### src/core/sbc_map.svh
// sbc_map.svh: offsets, bit positions, reset values and timing counts
// assumes a 40 MHz core clock; included by the package and the modules
`ifndef SBC_MAP_SVH
`define SBC_MAP_SVH
`define SBC_CLK_NS       25
`define SBC_SCL_NS       16667
`define SBC_QTR_CYC      (((`SBC_SCL_NS) / 4) / (`SBC_CLK_NS))
`define SBC_QTR_W        8
`define SBC_TGT_ADDR     8'hA0
`define SBC_NOACK_BIT    1
`define SBC_PRESENT_BIT  3
`define SBC_OMIT_BIT     7
`define SBC_LOAD_BYTES   8'h1B
`define SBC_BUF_W        17
`define SBC_BUF_D        2
`define SBC_STATUS_RST   8'h00
`endif

### src/core/sbc_pkg.sv
// sbc_pkg: types shared by the serial-bus controller modules
// assumes sbc_map.svh is on the include path
`include "sbc_map.svh"
package sbc_pkg;
    typedef enum {SBC_IDLE, SBC_START, SBC_SEND, SBC_RECV, SBC_STOP} sbc_state_e;
    typedef enum {SQ_ADDRW, SQ_WORD, SQ_DATAW, SQ_ADDRR, SQ_DATAR} sbc_seq_e;
    // {auto_flag, word_address, data}
    typedef logic [`SBC_BUF_W-1:0] sbc_word_t;
endpackage

### src/core/sbc_stream_if.sv
// sbc_stream_if: valid/ready word stream between the controller and its buffer
// assumes both ends share one clock
`timescale 1ns/1ps
interface sbc_stream_if;
    logic                valid;
    logic                ready;
    sbc_pkg::sbc_word_t  data;
    modport src (output valid, output data, input ready);
    modport snk (input valid, input data, output ready);
endinterface

### src/core/sbc_buf2.sv
// sbc_buf2: two-entry buffer on the read-data path
// assumes the caller holds data steady while valid and not ready
`timescale 1ns/1ps
`include "sbc_map.svh"
module sbc_buf2 (
    input  wire logic          clk,
    input  wire logic          rstn,
    input  wire logic          ce,
    sbc_stream_if.snk          in_if,
    output logic               out_valid,
    input  wire logic          out_ready,
    output sbc_pkg::sbc_word_t out_data
);
    import sbc_pkg::*;

    sbc_word_t  mem_r [`SBC_BUF_D];
    logic       wp_r;
    logic       rp_r;
    logic [1:0] cnt_r;
    logic       push;
    logic       pop;

    assign in_if.ready = (cnt_r != 2'(`SBC_BUF_D));
    assign out_valid   = (cnt_r != 2'h0);
    assign out_data    = mem_r[rp_r];
    assign push        = ce && in_if.valid && in_if.ready;
    assign pop         = ce && out_valid && out_ready;

    genvar g;
    generate
        for (g = 0; g < `SBC_BUF_D; g++) begin : g_slot
            always_ff @(posedge clk or negedge rstn) begin
                if (!rstn)
                    mem_r[g] <= '0;
                else if (push && (wp_r == 1'(g)))
                    mem_r[g] <= in_if.data;
            end
        end
    endgenerate

    always_ff @(posedge clk or negedge rstn) begin
        if (!rstn) begin
            wp_r  <= 1'b0;
            rp_r  <= 1'b0;
            cnt_r <= 2'h0;
        end else begin
            if (push)
                wp_r <= ~wp_r;
            if (pop)
                rp_r <= ~rp_r;
            cnt_r <= cnt_r + 2'(push) - 2'(pop);
        end
    end
endmodule

### src/core/sbc_ctrl.sv
// sbc_ctrl: two-wire serial-bus controller for the configuration eeprom
// assumes scl and sda are open-drain pins with external pullups, and that
// perst_n and global_reset_n arrive asynchronously from pins
// Behaviour
// - sample scl pullup when later reset releases
// - pullup seen sets serial_bus_present, status bit 3
// - disable strobe clears present, stops bus immediately
// - pulldown at reset: bus stays off until the next reset release
// - scl driven, sampled only at reset release; sda driven and sampled
// - both lines open-drain: pull low or release
// - controller starts every transfer; eeprom only answers
// - scl toggles at about 60 kHz
// - idle bus: scl released, no edges
// - fetch identification and defaults from eeprom
// - without eeprom, defaults flagged ready anyway
// - address nack sets no_ack_error, status bit 1
// - auto multibyte read after reset; singles by software
// - read: start, addr+w, word, restart, addr+r, data
// - word_address_omit drops word byte and its ack
`timescale 1ns/1ps
`include "sbc_map.svh"
module sbc_ctrl (
    input  wire logic          clk,
    input  wire logic          rstn,
    input  wire logic          ce,
    input  wire logic          perst_n,
    input  wire logic          global_reset_n,
    input  wire logic          scl_i,
    output logic               scl_o,
    output logic               scl_oe,
    input  wire logic          sda_i,
    output logic               sda_o,
    output logic               sda_oe,
    input  wire logic          sb_disable,
    input  wire logic          word_address_omit,
    input  wire logic          err_clear,
    output logic               serial_bus_present,
    output logic               no_ack_error,
    output logic [7:0]         sb_status,
    output logic               defaults_ready,
    input  wire logic          cmd_valid,
    output logic               cmd_ready,
    input  wire logic          cmd_write,
    input  wire logic [7:0]    cmd_word,
    input  wire logic [7:0]    cmd_wdata,
    output logic               cmd_done,
    output logic               rd_valid,
    input  wire logic          rd_ready,
    output sbc_pkg::sbc_word_t rd_data
);
    import sbc_pkg::*;

    localparam logic [`SBC_QTR_W-1:0] QTR_LAST = `SBC_QTR_W'(`SBC_QTR_CYC - 1);

    sbc_state_e            st_r;
    sbc_seq_e              seq_r;
    logic [1:0]            perst_m_r, global_reset_n_m_r, scl_m_r, sda_m_r;
    logic                  rst_ok, rst_ok_d_r, rst_rise;
    logic                  present_r, err_r, ready_r, auto_pend_r;
    logic                  auto_r, wr_r, omit_r, pushed_r, done_r;
    logic [`SBC_QTR_W-1:0] qcnt_r;
    logic [1:0]            q_r;
    logic [3:0]            bit_r;
    logic [7:0]            tx_r, rx_r, word_r, left_r, wdata_r;
    logic                  ack_r, scl_oe_r, sda_oe_r, scl_nxt, sda_nxt;
    logic                  tick, stall, byte_end, q_end, start_go;
    sbc_stream_if          push_if ();

    // second flop only: the first stage of each pair feeds nothing else
    always_ff @(posedge clk or negedge rstn) begin
        if (!rstn) begin
            perst_m_r <= 2'h0;
            global_reset_n_m_r  <= 2'h0;
            scl_m_r   <= 2'h3;
            sda_m_r   <= 2'h3;
        end else if (ce) begin
            perst_m_r <= {perst_m_r[0], perst_n};
            global_reset_n_m_r  <= {global_reset_n_m_r[0], global_reset_n};
            scl_m_r   <= {scl_m_r[0], scl_i};
            sda_m_r   <= {sda_m_r[0], sda_i};
        end
    end

    assign rst_ok   = perst_m_r[1] && global_reset_n_m_r[1];
    assign rst_rise = rst_ok && !rst_ok_d_r;

    function automatic logic [7:0] tx_byte(sbc_seq_e s, logic [7:0] w,
                                           logic [7:0] d);
        unique case (s)
            SQ_ADDRW: tx_byte = (`SBC_TGT_ADDR) & 8'hFE;
            SQ_ADDRR: tx_byte = (`SBC_TGT_ADDR) | 8'h01;
            SQ_WORD:  tx_byte = w;
            SQ_DATAW: tx_byte = d;
            SQ_DATAR: tx_byte = 8'hFF;
        endcase
    endfunction

    // bus clock: quarter-period counter on the core clock
    assign stall    = (st_r == SBC_RECV) && (bit_r == 4'h8) && (q_r == 2'h0)
                      && !pushed_r;
    assign tick     = (st_r != SBC_IDLE) && !stall && (qcnt_r == QTR_LAST);
    assign q_end    = tick && (q_r == 2'h3);
    assign byte_end = q_end && (bit_r == 4'h8);
    assign start_go = (st_r == SBC_IDLE) && rst_ok && present_r
                      && (auto_pend_r || cmd_valid);

    always_ff @(posedge clk or negedge rstn) begin
        if (!rstn)
            qcnt_r <= '0;
        else if (ce) begin
            if ((st_r == SBC_IDLE) || stall || tick)
                qcnt_r <= '0;
            else
                qcnt_r <= qcnt_r + `SBC_QTR_W'(1);
        end
    end

    always_ff @(posedge clk or negedge rstn) begin
        if (!rstn)
            rst_ok_d_r <= 1'b0;
        else if (ce)
            rst_ok_d_r <= rst_ok;
    end

    // detection and enable
    always_ff @(posedge clk or negedge rstn) begin
        if (!rstn) begin
            present_r   <= 1'b0;
            auto_pend_r <= 1'b0;
            ready_r     <= 1'b0;
        end else if (ce) begin
            if (!rst_ok) begin
                present_r   <= 1'b0;
                auto_pend_r <= 1'b0;
                ready_r     <= 1'b0;
            end else if (rst_rise) begin
                present_r   <= scl_m_r[1];
                auto_pend_r <= scl_m_r[1];
                ready_r     <= !scl_m_r[1];
            end else if (sb_disable) begin
                present_r   <= 1'b0;
                auto_pend_r <= 1'b0;
                ready_r     <= 1'b1;
            end else begin
                if (start_go)
                    auto_pend_r <= 1'b0;
                if ((st_r == SBC_STOP) && q_end && auto_r)
                    ready_r <= 1'b1;
            end
        end
    end

    // set wins over a clear in the same cycle
    always_ff @(posedge clk or negedge rstn) begin
        if (!rstn)
            err_r <= 1'b0;
        else if (ce) begin
            if (byte_end && (st_r == SBC_SEND) && ack_r
                && ((seq_r == SQ_ADDRW) || (seq_r == SQ_ADDRR)))
                err_r <= 1'b1;
            else if (err_clear)
                err_r <= 1'b0;
        end
    end

    // transfer sequencer; no target can start anything here
    always_ff @(posedge clk or negedge rstn) begin
        if (!rstn) begin
            st_r    <= SBC_IDLE;
            seq_r   <= SQ_ADDRW;
            q_r     <= 2'h0;
            bit_r   <= 4'h0;
            tx_r    <= 8'h00;
            rx_r    <= 8'h00;
            word_r  <= 8'h00;
            wdata_r <= 8'h00;
            left_r  <= 8'h00;
            ack_r   <= 1'b1;
            auto_r  <= 1'b0;
            wr_r    <= 1'b0;
            omit_r  <= 1'b0;
            done_r  <= 1'b0;
        end else if (ce) begin
            done_r <= 1'b0;
            if (!rst_ok || sb_disable) begin
                st_r <= SBC_IDLE;
                q_r  <= 2'h0;
            end else if (start_go) begin
                st_r    <= SBC_START;
                auto_r  <= auto_pend_r;
                wr_r    <= !auto_pend_r && cmd_write;
                word_r  <= auto_pend_r ? 8'h00 : cmd_word;
                wdata_r <= cmd_wdata;
                left_r  <= auto_pend_r ? `SBC_LOAD_BYTES : 8'h01;
                omit_r  <= word_address_omit;
                seq_r   <= (word_address_omit && (auto_pend_r || !cmd_write))
                           ? SQ_ADDRR : SQ_ADDRW;
                q_r     <= 2'h0;
            end else if (tick) begin
                q_r <= q_r + 2'h1;
                if (q_r == 2'h2 && (st_r == SBC_SEND || st_r == SBC_RECV)) begin
                    if (bit_r == 4'h8)
                        ack_r <= sda_m_r[1];
                    else if (st_r == SBC_RECV)
                        rx_r <= {rx_r[6:0], sda_m_r[1]};
                end
                if (q_r == 2'h3) begin
                    bit_r <= bit_r + 4'h1;
                    if (st_r == SBC_SEND && bit_r != 4'h8)
                        tx_r <= {tx_r[6:0], 1'b0};
                    if (st_r == SBC_START) begin
                        st_r  <= SBC_SEND;
                        bit_r <= 4'h0;
                        tx_r  <= tx_byte(seq_r, word_r, wdata_r);
                    end else if (st_r == SBC_STOP) begin
                        st_r   <= SBC_IDLE;
                        done_r <= !auto_r;
                    end else if (bit_r == 4'h8) begin
                        bit_r <= 4'h0;
                        if (st_r == SBC_RECV) begin
                            word_r <= word_r + 8'h01;
                            left_r <= left_r - 8'h01;
                            if (left_r == 8'h01)
                                st_r <= SBC_STOP;
                        end else if (ack_r) begin
                            st_r <= SBC_STOP;
                        end else begin
                            unique case (seq_r)
                                SQ_ADDRW: begin
                                    seq_r <= omit_r ? SQ_DATAW : SQ_WORD;
                                    tx_r  <= omit_r ? wdata_r : word_r;
                                end
                                SQ_WORD: begin
                                    seq_r <= wr_r ? SQ_DATAW : SQ_ADDRR;
                                    tx_r  <= wdata_r;
                                    if (!wr_r)
                                        st_r <= SBC_START;
                                end
                                SQ_ADDRR: begin
                                    seq_r <= SQ_DATAR;
                                    st_r  <= SBC_RECV;
                                end
                                SQ_DATAW, SQ_DATAR: st_r <= SBC_STOP;
                            endcase
                        end
                    end
                end
            end
        end
    end

    // read byte handed to the buffer before the ack slot; holds scl low
    assign push_if.valid = stall;
    assign push_if.data  = {auto_r, word_r, rx_r};

    always_ff @(posedge clk or negedge rstn) begin
        if (!rstn)
            pushed_r <= 1'b0;
        else if (ce) begin
            if (push_if.valid && push_if.ready)
                pushed_r <= 1'b1;
            else if (st_r != SBC_RECV || bit_r != 4'h8)
                pushed_r <= 1'b0;
        end
    end

    // line drive: sda is held at q0 so data bits never move with scl high; only start and stop move it then
    always_comb begin
        scl_nxt = (q_r < 2'h2);
        sda_nxt = sda_oe_r;
        unique case (st_r)
            SBC_IDLE: begin
                scl_nxt = 1'b0;
                sda_nxt = 1'b0;
            end
            SBC_START:
                if (q_r != 2'h0)
                    sda_nxt = (q_r == 2'h3);
            SBC_SEND:
                if (q_r != 2'h0)
                    sda_nxt = (bit_r != 4'h8) && !tx_r[7];
            SBC_RECV:
                if (q_r != 2'h0)
                    sda_nxt = (bit_r == 4'h8) && (left_r != 8'h01);
            SBC_STOP:
                if (q_r != 2'h0)
                    sda_nxt = (q_r != 2'h3);
        endcase
    end

    always_ff @(posedge clk or negedge rstn) begin
        if (!rstn) begin
            scl_oe_r <= 1'b0;
            sda_oe_r <= 1'b0;
        end else if (ce) begin
            scl_oe_r <= scl_nxt && (st_r != SBC_IDLE) && !sb_disable;
            sda_oe_r <= sda_nxt && (st_r != SBC_IDLE) && !sb_disable;
        end
    end

    assign scl_o  = 1'b0;
    assign sda_o  = 1'b0;
    assign scl_oe = scl_oe_r;
    assign sda_oe = sda_oe_r;

    assign serial_bus_present = present_r;
    assign no_ack_error       = err_r;
    assign defaults_ready     = ready_r;
    assign cmd_ready          = (st_r == SBC_IDLE) && rst_ok && ready_r
                                && !auto_pend_r;
    assign cmd_done           = done_r;

    always_comb begin
        sb_status                   = `SBC_STATUS_RST;
        sb_status[`SBC_PRESENT_BIT] = present_r;
        sb_status[`SBC_NOACK_BIT]   = err_r;
        sb_status[`SBC_OMIT_BIT]    = word_address_omit;
    end

    sbc_buf2 u_buf (
        .clk       (clk),
        .rstn      (rstn),
        .ce        (ce),
        .in_if     (push_if.snk),
        .out_valid (rd_valid),
        .out_ready (rd_ready),
        .out_data  (rd_data)
    );

    AST_DETECT: assert property (@(posedge clk) disable iff (!rstn)
        (ce && rst_rise && !sb_disable) |=> present_r == $past(scl_m_r[1]))
        else $error("presence not taken from scl at reset release");
    AST_DISABLE: assert property (@(posedge clk) disable iff (!rstn)
        (ce && sb_disable && !rst_rise) |=> !present_r && st_r == SBC_IDLE
            ##1 !scl_oe && !sda_oe)
        else $error("disable did not stop the bus");
    AST_PULLDOWN: assert property (@(posedge clk) disable iff (!rstn)
        (!present_r && !rst_rise) |=> st_r == SBC_IDLE)
        else $error("transfer without a detected bus");
    AST_IDLE: assert property (@(posedge clk) disable iff (!rstn)
        (ce && st_r == SBC_IDLE) [*2] |=> !scl_oe && !sda_oe)
        else $error("line driven while idle");
    AST_RATE: assert property (@(posedge clk) disable iff (!rstn)
        (ce && tick) |=> qcnt_r == '0 ##1 (!$past(ce) || $past(stall) ||
            $past(st_r) == SBC_IDLE || qcnt_r == `SBC_QTR_W'(1)))
        else $error("quarter counter off");
    AST_NACK: assert property (@(posedge clk) disable iff (!rstn)
        (ce && byte_end && st_r == SBC_SEND && ack_r && seq_r == SQ_ADDRW)
            |=> err_r ##1 (err_r || $past(err_clear)))
        else $error("address nack not flagged");
    AST_OMIT: assert property (@(posedge clk) disable iff (!rstn)
        (st_r == SBC_SEND && seq_r == SQ_WORD) |-> !omit_r)
        else $error("word address sent while omitted");
    AST_SDA_STABLE: assert property (@(posedge clk) disable iff (!rstn)
        ((st_r == SBC_SEND || st_r == SBC_RECV) && !scl_oe_r && ce
            && !sb_disable) |=> $stable(sda_oe_r))
        else $error("sda moved while scl high");
    AST_LAST_NACK: assert property (@(posedge clk) disable iff (!rstn)
        (st_r == SBC_RECV && bit_r == 4'h8 && q_r == 2'h2 && left_r == 8'h01)
            |-> !sda_oe_r)
        else $error("last byte acknowledged");
endmodule

### config.mk
export PLATFORM = sky130hd
export DESIGN_NAME = sbc_ctrl
export DESIGN_NICKNAME = d
export VERILOG_FILES = /design/src/core/sbc_pkg.sv /design/src/core/sbc_stream_if.sv /design/src/core/sbc_buf2.sv /design/src/core/sbc_ctrl.sv
export VERILOG_INCLUDE_DIRS = /design/src /design/src/core
export SDC_FILE = /design/constraint.sdc
export NUM_CORES = 1
export LEC_CHECK = 0
export BUFFER_PORTS_ARGS = -buffer_cell sky130_fd_sc_hd__buf_2
export CORE_MARGIN = 2
export CORE_UTILIZATION = 30
export DETAILED_ROUTE_END_ITERATION = 12
export PLACE_DENSITY = 0.47
export RECOVER_POWER = 50
export SLEW_MARGIN = 20
export SYNTH_ARGS = -nofsm -noshare
export SYNTH_HDL_FRONTEND = slang
export SYNTH_SLANG_ARGS = --single-unit
export TNS_END_PERCENT = 50
### constraint.sdc
create_clock -name clk -period 2.62 [get_ports clk]
set_clock_uncertainty 0.05 [all_clocks]
set_input_delay 0.524 -clock clk [delete_from_list [all_inputs] [get_ports clk]]
set_output_delay 0.524 -clock clk [all_outputs]
set_load 0.1 [all_outputs]
# Word-level counts from Yosys, hierarchy flattened
# Index checks and enable logic that the tools add are counted.
# classes
n_lt_le_gt_ge	2
n_bitwise	6
n_mux	86
reduce_logical	87
eq_ne	32
addsub	7
# ops
operator	n
2-to-1 mux 32 bit	19
one-hot mux 32 bit (3 select lines)	2
2-to-1 mux 8 bit	23
== test 32 x 2 -> 1 bit, second input constant	5
== test 32 x 3 -> 1 bit, second input constant	5
zero test 32 bit	4
== test 32 x 1 -> 1 bit, second input constant	2
2-to-1 mux 17 bit	3
one-hot mux 8 bit (5 select lines)	1
logical AND 1 bit	36
== test 32 x 4 -> 1 bit, second input constant	1
inequality test 32 x 3 -> 1 bit, second input constant	1
nonzero test 32 bit	1
2-to-1 mux 1 bit	27
adder 8 x 1 -> 8 bit, second input constant	2
one-hot mux 8 bit (2 select lines)	1
nonzero test 2 bit	8
AND reduction 7 bit	2
2-to-1 mux 4 bit	3
AND reduction 2 bit	6
zero test 1 bit	10
2-to-1 mux 2 bit	5
inequality test 2 bit, second input constant	5
AND reduction 10 bit	1
other kinds (33)	47
# word_totals
inputBits	29
regBits	177
word_cells	252
output_inout_bits	35

# Longest topological paths before layout
# Gate-level depths: netlist of run 1.
# depth
word_depth	14
ltp_mapped	10
ltp_nobuf	9

# Modules after synthesis
# A second synthesis of run 1 with hierarchy kept.
# unflattened
hier_cells	630
area_unflattened_um2	6470.0
# by_module_without_submodules
module	cells_each	area_per_inst_um2	instances	seq_area_each_um2
sbc_ctrl	523	4740.8	1	2033.2
sbc_buf2	107	1729.2	1	950.9

# Worst setup path after synthesis of run 1
# OpenSTA, ideal clock, no wires.
# synth_timing
path_kind	register to output
from	register ready_r, in the netlist defaults_ready
to	output port cmd_ready
path_stages_with_launch	3
arrival_ns	3.978
path_buffers	0
required_ns	2.046
slack_ns	-1.932
cell_sequence	dfrtp_1 inv_1 nor4_1
# synth_via
elab_chain_len	2
# synth_lines
element	line_no	rtl
from (decl)	sbc_ctrl.sv:59	logic present_r, err_r, ready_r, auto_pend_r;
from (signal assigned)	sbc_ctrl.sv:139	ready_r <= !scl_m_r[1];
logical AND 1 bit	sbc_ctrl.sv:309	assign cmd_ready = (st_r == SBC_IDLE) && rst_ok && ready_r
logical AND 1 bit	sbc_ctrl.sv:310	&& !auto_pend_r;
to (decl)	sbc_ctrl.sv:42	output logic cmd_ready,
# No other way between the ends.

# Worst setup path after layout of run 1
# layout_timing
from	register st_r[1]
to	output port cmd_ready
# layout_via
elab_chain_len	4
# layout_lines
element	line_no	rtl
from (decl)	sbc_ctrl.sv:55	sbc_state_e st_r;
from (signal assigned)	sbc_ctrl.sv:169	st_r <= SBC_IDLE;
from (signal assigned)	sbc_ctrl.sv:186	st_r <= SBC_IDLE;
from (signal assigned)	sbc_ctrl.sv:189	st_r <= SBC_START;
zero test 32 bit	sbc_ctrl.sv:309	
logical AND 1 bit (2 in series)	sbc_ctrl.sv:309	
logical AND 1 bit	sbc_ctrl.sv:310	
# No other way between the ends.

==> metrics.md, run 1 <==
| Metric | Value |
|---|---|
| Top cell type by total area after synthesis | `dfrtp_1` |
| Die Ht | `149 um` |
| Initial DRC count | `285` |
| Worst-case reg-to-reg path depth | `7` |
| Post-synth ARST share | `100%` |
| Final worst path period share | `96.5%` |
| Drc violations | `0` |
| CP Capture Type | `primary output` |
| Cell count after synthesis | `625` |
| Mapped cell area | `6340 um^2` |
| Path category of the worst min-delay check | `primary input to register` |
| Total Nets Final | `734` |
| Max Slew Vio Count | `0` |
| Endpoints failing setup | `0` |
| Post-route minimum period | `2.53 ns` |
| Max cap viols | `0` |
| Internal | `3.76 mW` |
| Full die area | `22300 um^2` |
| Max rail drop VDD | `0.488 mV` |
| Initial core utilization | `30.4%` |
| Sw Pwr | `1.50 mW` |
| First-pass GRT wire length | `25.5 mm` |
| Worst-path maximum fanout | `10` |
| Via density | `4.93` |
| DRT Pass-1 Iters | `4` |
| TNS Setup | `0 ns` |
| Yosys reg bits | `119` |
| Post-synth EDFFs | `0` |
| Seq/Total Area, Yosys | `47.1%` |
| Die X | `149 um` |
| Slew margin rel. | `23.4%` |
| Clk root buf | `clkbuf_16` |
| Overflow after GRT | `0` |
| Setup ws final | `0.0914 ns` |
| P per Cell Area | `689 nW/um^2` |
| Via count | `4841` |
| Antenna violations before repair | `0` |
| HPWL Detailed | `11.1 mm` |
| Worst slack at placement | `0.133 ns` |
| Area grow syn2layout | `20.5%` |
| FILL cells | `2100` |
| TritonCTS clock tree | `yes` |
| # IOs | `64` |
| Ys Warns | `0` |
| Mapped Avg Cell Area | `10.1 um^2` |
| Largest net degree at the start of global routing | `47` |
| Most frequent cell after synthesis | `dfrtp_1` |
| Top-area cell type share of the netlist area | `45.0%` |
| Core area | `20900 um^2` |
| Diodes inserted | `0` |
| Post-synth cell types | `55` |
| FP Rows | `53` |
| Final hold violations | `0` |
| Inserted Clock Buffers | `17` |
| RSZ-0062 raised after global routing | `false` |
| Ys flop type | `dfrtp_1` |
| Final antenna-violating net count | `0` |
| Vias in the first global route | `5003` |
| Clock sink count | `119` |
| Gp weighted congestion | `0.827` |
| LEAKAGE | `3.58 nW` |
| Layout cell share with drive strength beyond 1 | `28.3%` |
| WS Path Type | `register to primary output` |
| Register clock-pin slew on the reported worst setup and hold paths | `0.06 ns` |
| Hold Crit Depth | `3` |
| Max Fclk | `395 MHz` |
| Clock power frac | `46.2%` |
| Part of the power in combinational logic | `15.7%` |
| Wirelength per Cell | `15.7 um` |
| Clk Latency, worst-skew pair | `0.42 ns` |
| Worst Tran Pin Value | `1.15 ns` |
| # H-tree levels | `4` |
| Sequential share of power | `38.2%` |
| CTS max path bufs | `2` |
| Critical Path Source Type | `register` |
| IO buf count | `56` |
| Commonest cells in the netlist | `dfrtp_1, nand2_1, mux2_2` |
| CP Data Required Time | `2.05 ns` |
| CP arrival | `1.95 ns` |
| GR Util All Layers | `14.5%` |
| Net Sw Frac | `28.5%` |
| Ranking of synthesized cells by area | `dfrtp_1, mux2_2, nand2_1` |
| Routed WL | `15.4 mm` |
| Status | `finished clean` |
==> state kept, by name, indices dropped and copies added (netlist names), 2 cells and up <==
register / cells
u_buf.mem_r: 34
left_r: 8
qcnt_r: 8
rx_r: 8
tx_r: 8
wdata_r: 8
word_r: 8
bit_r: 4
seq_r: 3
st_r: 3
global_reset_n_m_r: 2
perst_m_r: 2
q_r: 2
scl_m_r: 2
sda_m_r: 2
u_buf.cnt_r: 2
==> through the flow <==
| stage | utilization (%) | std cells | power, mW | instance area, um^2 | hold WS, ns |
|---|---|---|---|---|---|
| 3_3_place_gp | 33.7 | 947 | 2.86 | 7030 | 0.416 |
| 2_1_floorplan | - | 631 | 2.64 | 6380 | 0.178 |
| 6_report | 36.6 | 981 | 5.27 | 7640 | 0.258 |
| 5_1_grt | 36.6 | 981 | 5.49 | 7640 | 0.256 |
| 4_1_cts | 36.6 | 979 | 5.35 | 7650 | 0.0828 |
| 3_5_place_dp | 33.7 | 947 | 2.88 | 7030 | 0.415 |
==> worst max-delay path, cell delays in order (launching register included) <==
cell and delay [ns]:
dfrtp_1 0.48, or3_4 0.47, nor4_4 0.37, buf_12 0.22
==> kinds of logic after synthesis <==
family	Yosys count	synth area share [%]
AND/OR/NAND/NOR	201	16.4
AO/OA/AOI/OAI	123	11.6
flip-flops	119	47.1
multiplexers	97	16.7
buffers and inverters	62	4.44
adder cells (fa/ha/maj)	12	2.37
XOR/XNOR	10	1.38
other	1	0.0591
==> per-layer routing <==
metal  vias up  share of wire (%)  GRT usage [%]
li1       2331                  -              -
met4         0                1.3           5.05
met2        99                 47           23.0
met5         -                  0              0
met3        14                3.3           2.78
met1      2397                 48           19.7
==> power by group through the flow <==
stage / combinational [mW] / clock [mW] / sequential, mW
final: 0.825 / 2.43 / 2.01
after floorplan: 0.592 / 0 / 2.05
after CTS: 0.840 / 2.49 / 2.01
after global placement: 0.826 / 0 / 2.04
after global routing: 0.894 / 2.57 / 2.02
after detailed placement: 0.835 / 0 / 2.04
==> final timing paths <==
path	from	to	slack, ns
min reg2reg	u_buf.cnt_r[1]	u_buf.cnt_r[1]	0.43
max reg2reg	st_r[1]	st_r[2]	0.17
max	st_r[1]	cmd_ready	0.09
min in group asynchronous	rstn	u_buf.mem_r[11]	0.28
min	cmd_wdata[5]	wdata_r[5]	0.26
max in group asynchronous	rstn	tx_r[7]	0.63
==> cells in the final DEF, fill, tap and decap left out, drive strengths merged, types with 23 or more instances in the layout <==
| cell type | synthesis | routed |
|---|---|---|
| dfrtp | 114 | 114 |
| nand2 | 82 | 82 |
| buf | 18 | 77 |
| mux2 | 70 | 70 |
| o21ai | 52 | 52 |
| a21oi | 31 | 31 |
| nor2 | 27 | 27 |
| mux2i | 27 | 27 |
| clkbuf | 22 | 27 |
| inv | 22 | 23 |
==> layout make-up <==
class | count | area [um^2] | area share (%)
multi-input combinational | 450 | 3110 | 40.7
sequential | 119 | 2990 | 39.1
inverter | 22 | 82.6 | 1.08
clock buffer | 21 | 470 | 6.16
timing repair buffer | 83 | 499 | 6.53
tap | 275 | 344 | 4.50
clock inverter | 11 | 146 | 1.92
==> timing repair <==
item                                    in CTS  in global routing
hold buffers                                 0                  0
resized for setup                            0                  1
buffers inserted                             0                  2
endpoints found under the setup margin       0                  9
Power figures use the tool's default switching activity.
==> inputs of run 2 (changes only) <==
--- a/config.mk
+++ b/config.mk
@@ -7,10 +7,12 @@
 export NUM_CORES = 1
 export LEC_CHECK = 0
 export BUFFER_PORTS_ARGS = -buffer_cell sky130_fd_sc_hd__buf_2
+export CELL_PAD_IN_SITES_DETAIL_PLACEMENT = 0
+export CELL_PAD_IN_SITES_GLOBAL_PLACEMENT = 1
 export CORE_MARGIN = 2
 export CORE_UTILIZATION = 30
 export DETAILED_ROUTE_END_ITERATION = 12
-export PLACE_DENSITY = 0.47
+export PLACE_DENSITY = 0.57
 export RECOVER_POWER = 50
 export SLEW_MARGIN = 20
 export SYNTH_ARGS = -nofsm -noshare
==> run 2 against run 1 <==
Non-clock buffer count did not move; via count fell by 1.1%; sequential power is essentially flat; critical endpoint unchanged; die area stayed put; first-iteration DRC count fell by 19%; largest power group unchanged; worst hold slack got worse by 0.056 ns.
==> metrics.md, run 2 (same netlist as run 1, synthesis figures left out) <==
| Metric | Value |
|---|---|
| Slew margin rel. | `17.3%` |
| Clk Latency, worst-skew pair | `0.42 ns` |
| GR Util All Layers | `14.7%` |
| Slowest cell on crit path | `dfrtp_1` |
| Full die area | `22300 um^2` |
| DRT Pass-1 Iters | `4` |
| Inserted Clock Buffers | `17` |
| WS Path Type | `register to primary output` |
| Routed WL | `15.3 mm` |
| Final antenna-violating net count | `0` |
| FP Rows | `53` |
| RSZ-0062 raised after global routing | `false` |
| Worst-path maximum fanout | `10` |
| Hold_buf cts | `0` |
| Vias in the first global route | `4863` |
| Final Instance Area | `7620 um^2` |
| Initial DRC count | `231` |
| Worst R2R Setup Slack | `0.22 ns` |
| Worst-case reg-to-reg path depth | `9` |
| IO buf count | `56` |
| Core Util, Final | `36.5%` |
| Largest register FFs | `34` |
| Setup crit end | `cmd_ready` |
| TritonCTS clock tree | `yes` |
| Drc violations | `0` |
| Most Crowded Layer GR | `met2` |
| Clk root buf | `clkbuf_16` |
| Area grow syn2layout | `20.2%` |
| GRT met2 Usage | `23.8%` |
| CP Capture Type | `primary output` |
| Die Ht | `149 um` |
| Commonest cells after routing, fill and taps aside | `dfrtp_1, nand2_1, mux2_2` |
| Via density | `4.88` |
| CP startpoint | `st_r[1]` |
| Total design power | `5.14 mW` |
| Register clock-pin slew on the reported worst setup and hold paths | `0.06 ns` |
| Max Slew Vio Count | `0` |
| Path category of the worst min-delay check | `primary input to async pin` |
| # IOs | `64` |
| Max rail drop VDD | `0.443 mV` |
| Top reg by flops | `u_buf.mem_r` |
| Multi-input logic area | `3110 um^2` |
| Initial core utilization | `30.4%` |
| Post-route minimum period | `2.45 ns` |
| Die X | `149 um` |
| Worst r2r src | `bit_r[0]` |
| LEAKAGE | `3.57 nW` |
| Setup ws final | `0.166 ns` |
| TNS Setup | `0 ns` |
| # H-tree levels | `4` |
| HPWL Detailed | `11.2 mm` |
| Worst slack at placement | `0.106 ns` |
| Crit-path cells | `or3_4, nor4_4, buf_12` |
| FILL cells | `2118` |
| Final hold violations | `0` |
| Reg2reg end | `rx_r[4]` |
| Status | `finished clean` |
| Core area | `20900 um^2` |
| Diodes inserted | `0` |
| Gp weighted congestion | `0.826` |
| Register area | `2990 um^2` |
| CP arrival | `1.88 ns` |
| Clock sink count | `119` |
| Wirelength per Cell | `15.6 um` |
| Total Nets Final | `734` |
| Critical Path Source Type | `register` |
| Endpoints failing setup | `0` |
| Overflow after GRT | `0` |
| Placed cell areas | `7040 um^2` |
| M3 GR Usage | `2.78%` |
| First-pass GRT wire length | `25.6 mm` |
| Worst Tran Pin Value | `1.24 ns` |
| Grt met1 use | `19.5%` |
| Layout cell share with drive strength beyond 1 | `28.3%` |
| Via count | `4790` |
| CP peak stage delay | `0.46 ns` |
| CP Data Required Time | `2.05 ns` |
| CTS max path bufs | `2` |
| Commonest non-fill, non-tap cell in the layout | `dfrtp_1` |
| P per Cell Area | `674 nW/um^2` |
| Largest net degree at the start of global routing | `50` |
| Max cap viols | `0` |
| Final worst path period share | `93.7%` |
| Max Fclk | `408 MHz` |
| Antenna violations before repair | `0` |
-- run 2: changes by cell type in the layout (fill, tap and decap cells not counted), sizes merged --
cell / change
buf: -1
bufinv: -1
clkbuf: -1
clkinv: +2
inv: +1
-- run 2: worst min-delay path by stage --
stage	from	end	slack (ns)	cells after the start
detailed placement	u_buf.cnt_r[1]	u_buf.cnt_r[1]	0.42	1
global route	cmd_wdata[1]	wdata_r[1]	0.25	3
finish	rstn	perst_m_r[0]	0.20	1
floorplan	rstn	auto_pend_r	0.18	0
CTS	rstn	perst_m_r[0]	0.03	1
global placement	u_buf.cnt_r[1]	u_buf.cnt_r[1]	0.41	1
-- run 2: what timing repair did --
item	4_1_cts	5_1_grt
gates resized for setup	0	1
endpoints found under the setup margin	0	8
setup buffers	0	1
-- run 2: layer usage --
layer / routed length (um) / up-vias
met1: 7340 / 2353
met2: 7200 / 74
met3: 445 / 22
met5: 0 / -
met4: 296 / 0
li1: - / 2341
-- run 2: cell type report --
class	count	area share, %
Multi-Input combinational cell	450	40.8
Clock buffer	19	5.81
Sequential cell	119	39.2
Clock inverter	13	1.92
Timing Repair Buffer	83	6.66
Tap cell	275	4.51
Inverter	22	1.08
-- run 2: critical path: cells and delay by family, from the launching register on --
family	cells	cell delay, ns
DFF	1	0.46
and+or+nand+nor	2	0.78
buffers and inverters	1	0.22
-- run 2: metrics by stage --
step	instances	hold WS, ns
floorplan	631	0.178
global placement	948	0.412
detailed placement	948	0.416
CTS	980	0.0341
global route	981	0.249
finish	981	0.202
-- run 2: report_power, final --
| group | switching, mW | internal (mW) |
|---|---|---|
| clock | 0.877 | 1.43 |
| sequential | 0.0829 | 1.92 |
| combinational | 0.549 | 0.274 |
==> inputs of run 3 (changes only) <==
--- a/config.mk
+++ b/config.mk
@@ -10,9 +10,9 @@
 export CELL_PAD_IN_SITES_DETAIL_PLACEMENT = 0
 export CELL_PAD_IN_SITES_GLOBAL_PLACEMENT = 1
 export CORE_MARGIN = 2
-export CORE_UTILIZATION = 30
+export CORE_UTILIZATION = 29
 export DETAILED_ROUTE_END_ITERATION = 12
-export PLACE_DENSITY = 0.57
+export PLACE_DENSITY = 0.55
 export RECOVER_POWER = 50
 export SLEW_MARGIN = 20
 export SYNTH_ARGS = -nofsm -noshare
==> run 3 against run 2 <==
Fmax fell by 1.7%; highest routed layer unchanged; utilization is 0.83 points lower; first-iteration DRC count fell by 12%; clock power grew 10%; non-clock buffer count grew 3; die area increased by 3.4%; sequential cell count stayed put; count of clock-buffer cells in the layout is 2 higher; combinational power grew 1%; largest power group unchanged.
==> metrics.md, run 3 (same netlist as run 1, synthesis figures left out) <==
| Metric | Value |
|---|---|
| Status | `finished clean` |
| Inserted Clock Buffers | `17` |
| Worst Tran Pin Value | `1.16 ns` |
| Path category of the worst min-delay check | `primary input to register` |
| GR Util All Layers | `14.1%` |
| Setup ws final | `0.124 ns` |
| Initial core utilization | `29.3%` |
| Wirelength per Cell | `15.7 um` |
| TNS Setup | `0 ns` |
| # H-tree levels | `4` |
| Commonest non-fill, non-tap cell in the layout | `dfrtp_1` |
| Max Fclk | `401 MHz` |
| Critical Path Source Type | `register` |
| Net Sw Frac | `27.0%` |
| Worst r2r src | `st_r[0]` |
| Die X | `152 um` |
| DRT Pass-1 Iters | `4` |
| CP arrival | `1.92 ns` |
| First-pass GRT wire length | `26.2 mm` |
| Final antenna-violating net count | `0` |
| LEAKAGE | `3.62 nW` |
| Clock power frac | `47.2%` |
| Slowest cell on crit path | `dfrtp_1` |
| Endpoints failing setup | `0` |
| Worst-case reg-to-reg path depth | `7` |
| Routed WL | `15.5 mm` |
| Overflow after GRT | `0` |
| Worst-path maximum fanout | `9` |
| Register clock-pin slew on the reported worst setup and hold paths | `0.06 ns` |
| Sequential share of power | `37.3%` |
| Full die area | `23100 um^2` |
| Via count | `4746` |
| Max cap viols | `0` |
| Slew margin rel. | `23.3%` |
| RSZ-0062 raised after global routing | `false` |
| CP Capture Type | `primary output` |
| Max rail drop VDD | `0.407 mV` |
| Area grow syn2layout | `21.6%` |
| Top reg by flops | `u_buf.mem_r` |
| Largest register FFs | `34` |
| Worst slack at placement | `0.236 ns` |
| Clock sink count | `119` |
| Post-route minimum period | `2.50 ns` |
| Sw Pwr | `1.45 mW` |
| Total Nets Final | `737` |
| CP startpoint | `st_r[0]` |
| Via density | `4.80` |
| TritonCTS clock tree | `yes` |
| Largest net degree at the start of global routing | `80` |
| CP peak stage delay | `0.46 ns` |
| Crit-path cells | `or3_4, nor4_4, buf_4` |
| Gp weighted congestion | `0.738` |
| Multi-input logic area | `3120 um^2` |
| Part of the power in combinational logic | `15.5%` |
| Commonest cells after routing, fill and taps aside | `dfrtp_1, nand2_1, mux2_2` |
| Drc violations | `0` |
| Diodes inserted | `0` |
| Hold Crit Depth | `3` |
| Register area | `2990 um^2` |
| Final worst path period share | `95.3%` |
| HPWL Detailed | `11.2 mm` |
| IO buf count | `56` |
| Vias in the first global route | `4842` |
| Clk Latency, worst-skew pair | `0.42 ns` |
| # IOs | `64` |
| FILL cells | `2228` |
| Antenna violations before repair | `0` |
| Die Ht | `152 um` |
| WS Path Type | `register to primary output` |
| Final hold violations | `0` |
| Core area | `21600 um^2` |
| Internal | `3.92 mW` |
| Hold path startpoint | `cmd_wdata[7]` |
| Initial DRC count | `203` |
| CP Data Required Time | `2.05 ns` |
| Layout cell share with drive strength beyond 1 | `28.2%` |
| Clk root buf | `clkbuf_16` |
| P per Cell Area | `697 nW/um^2` |
| FP Rows | `54` |
| Core Util, Final | `35.7%` |
| CTS max path bufs | `2` |
| Max Slew Vio Count | `0` |
-- run 3: final timing paths --
check / end / slack [ns]
hold reg to reg: scl_oe / 0.43
setup reg to reg: seq_r[1] / 0.23
max in group asynchronous: sda_m_r[1] / 0.79
min in group asynchronous: left_r[7] / 0.74
setup / recovery: cmd_ready / 0.12
hold / removal: wdata_r[7] / 0.24
-- run 3: layout make-up --
class / instances / share of cell area (%)
timing repair buffer: 86 / 6.98
clock inverter: 10 / 2.27
clock buffer: 21 / 5.97
inverter: 22 / 1.07
multi-input combinational: 450 / 40.4
sequential: 119 / 38.7
tap: 280 / 4.54
-- run 3: power groups by stage --
stage               clock, mW  combinational, mW  sequential (mW)
floorplan                   0              0.592             2.05
global placement            0              0.834             2.03
detailed placement          0              0.844             2.03
CTS                      2.62              0.849             2.00
global route             2.70              0.913             2.02
finish                   2.54              0.831             2.00
-- run 3: worst max-delay path: cells and delay by family, from the launching register on --
family	cells	cell delay, ns
AND/OR/NAND/NOR	2	0.70
flip-flops	1	0.46
buffers and inverters	1	0.33
-- run 3: timing repair --
| item | in CTS | in global routing |
|---|---|---|
| buffers inserted | 0 | 1 |
| hold buffers | 1 | 0 |
| resized for setup | 1 | 1 |
| pin swaps | 0 | 1 |
| endpoints found under the hold margin | 13 | 0 |
| endpoints found under the setup margin | 1 | 4 |
-- run 3: stage by stage --
stage | power [mW] | instance area (um^2) | cells | hold WS, ns
2_1_floorplan | 2.64 | 6380 | 631 | 0.178
3_3_place_gp | 2.87 | 7050 | 955 | 0.366
3_5_place_dp | 2.88 | 7050 | 955 | 0.366
4_1_cts | 5.47 | 7700 | 987 | 0.231
5_1_grt | 5.63 | 7710 | 988 | 0.255
6_report | 5.37 | 7710 | 988 | 0.244
-- run 3: per-layer routing --
metal  GRT usage [%]  share of wire (%)
met1            19.5                 49
met2            22.3                 47
met3            2.65                2.5
met4            4.81               0.82
met5               0                  0
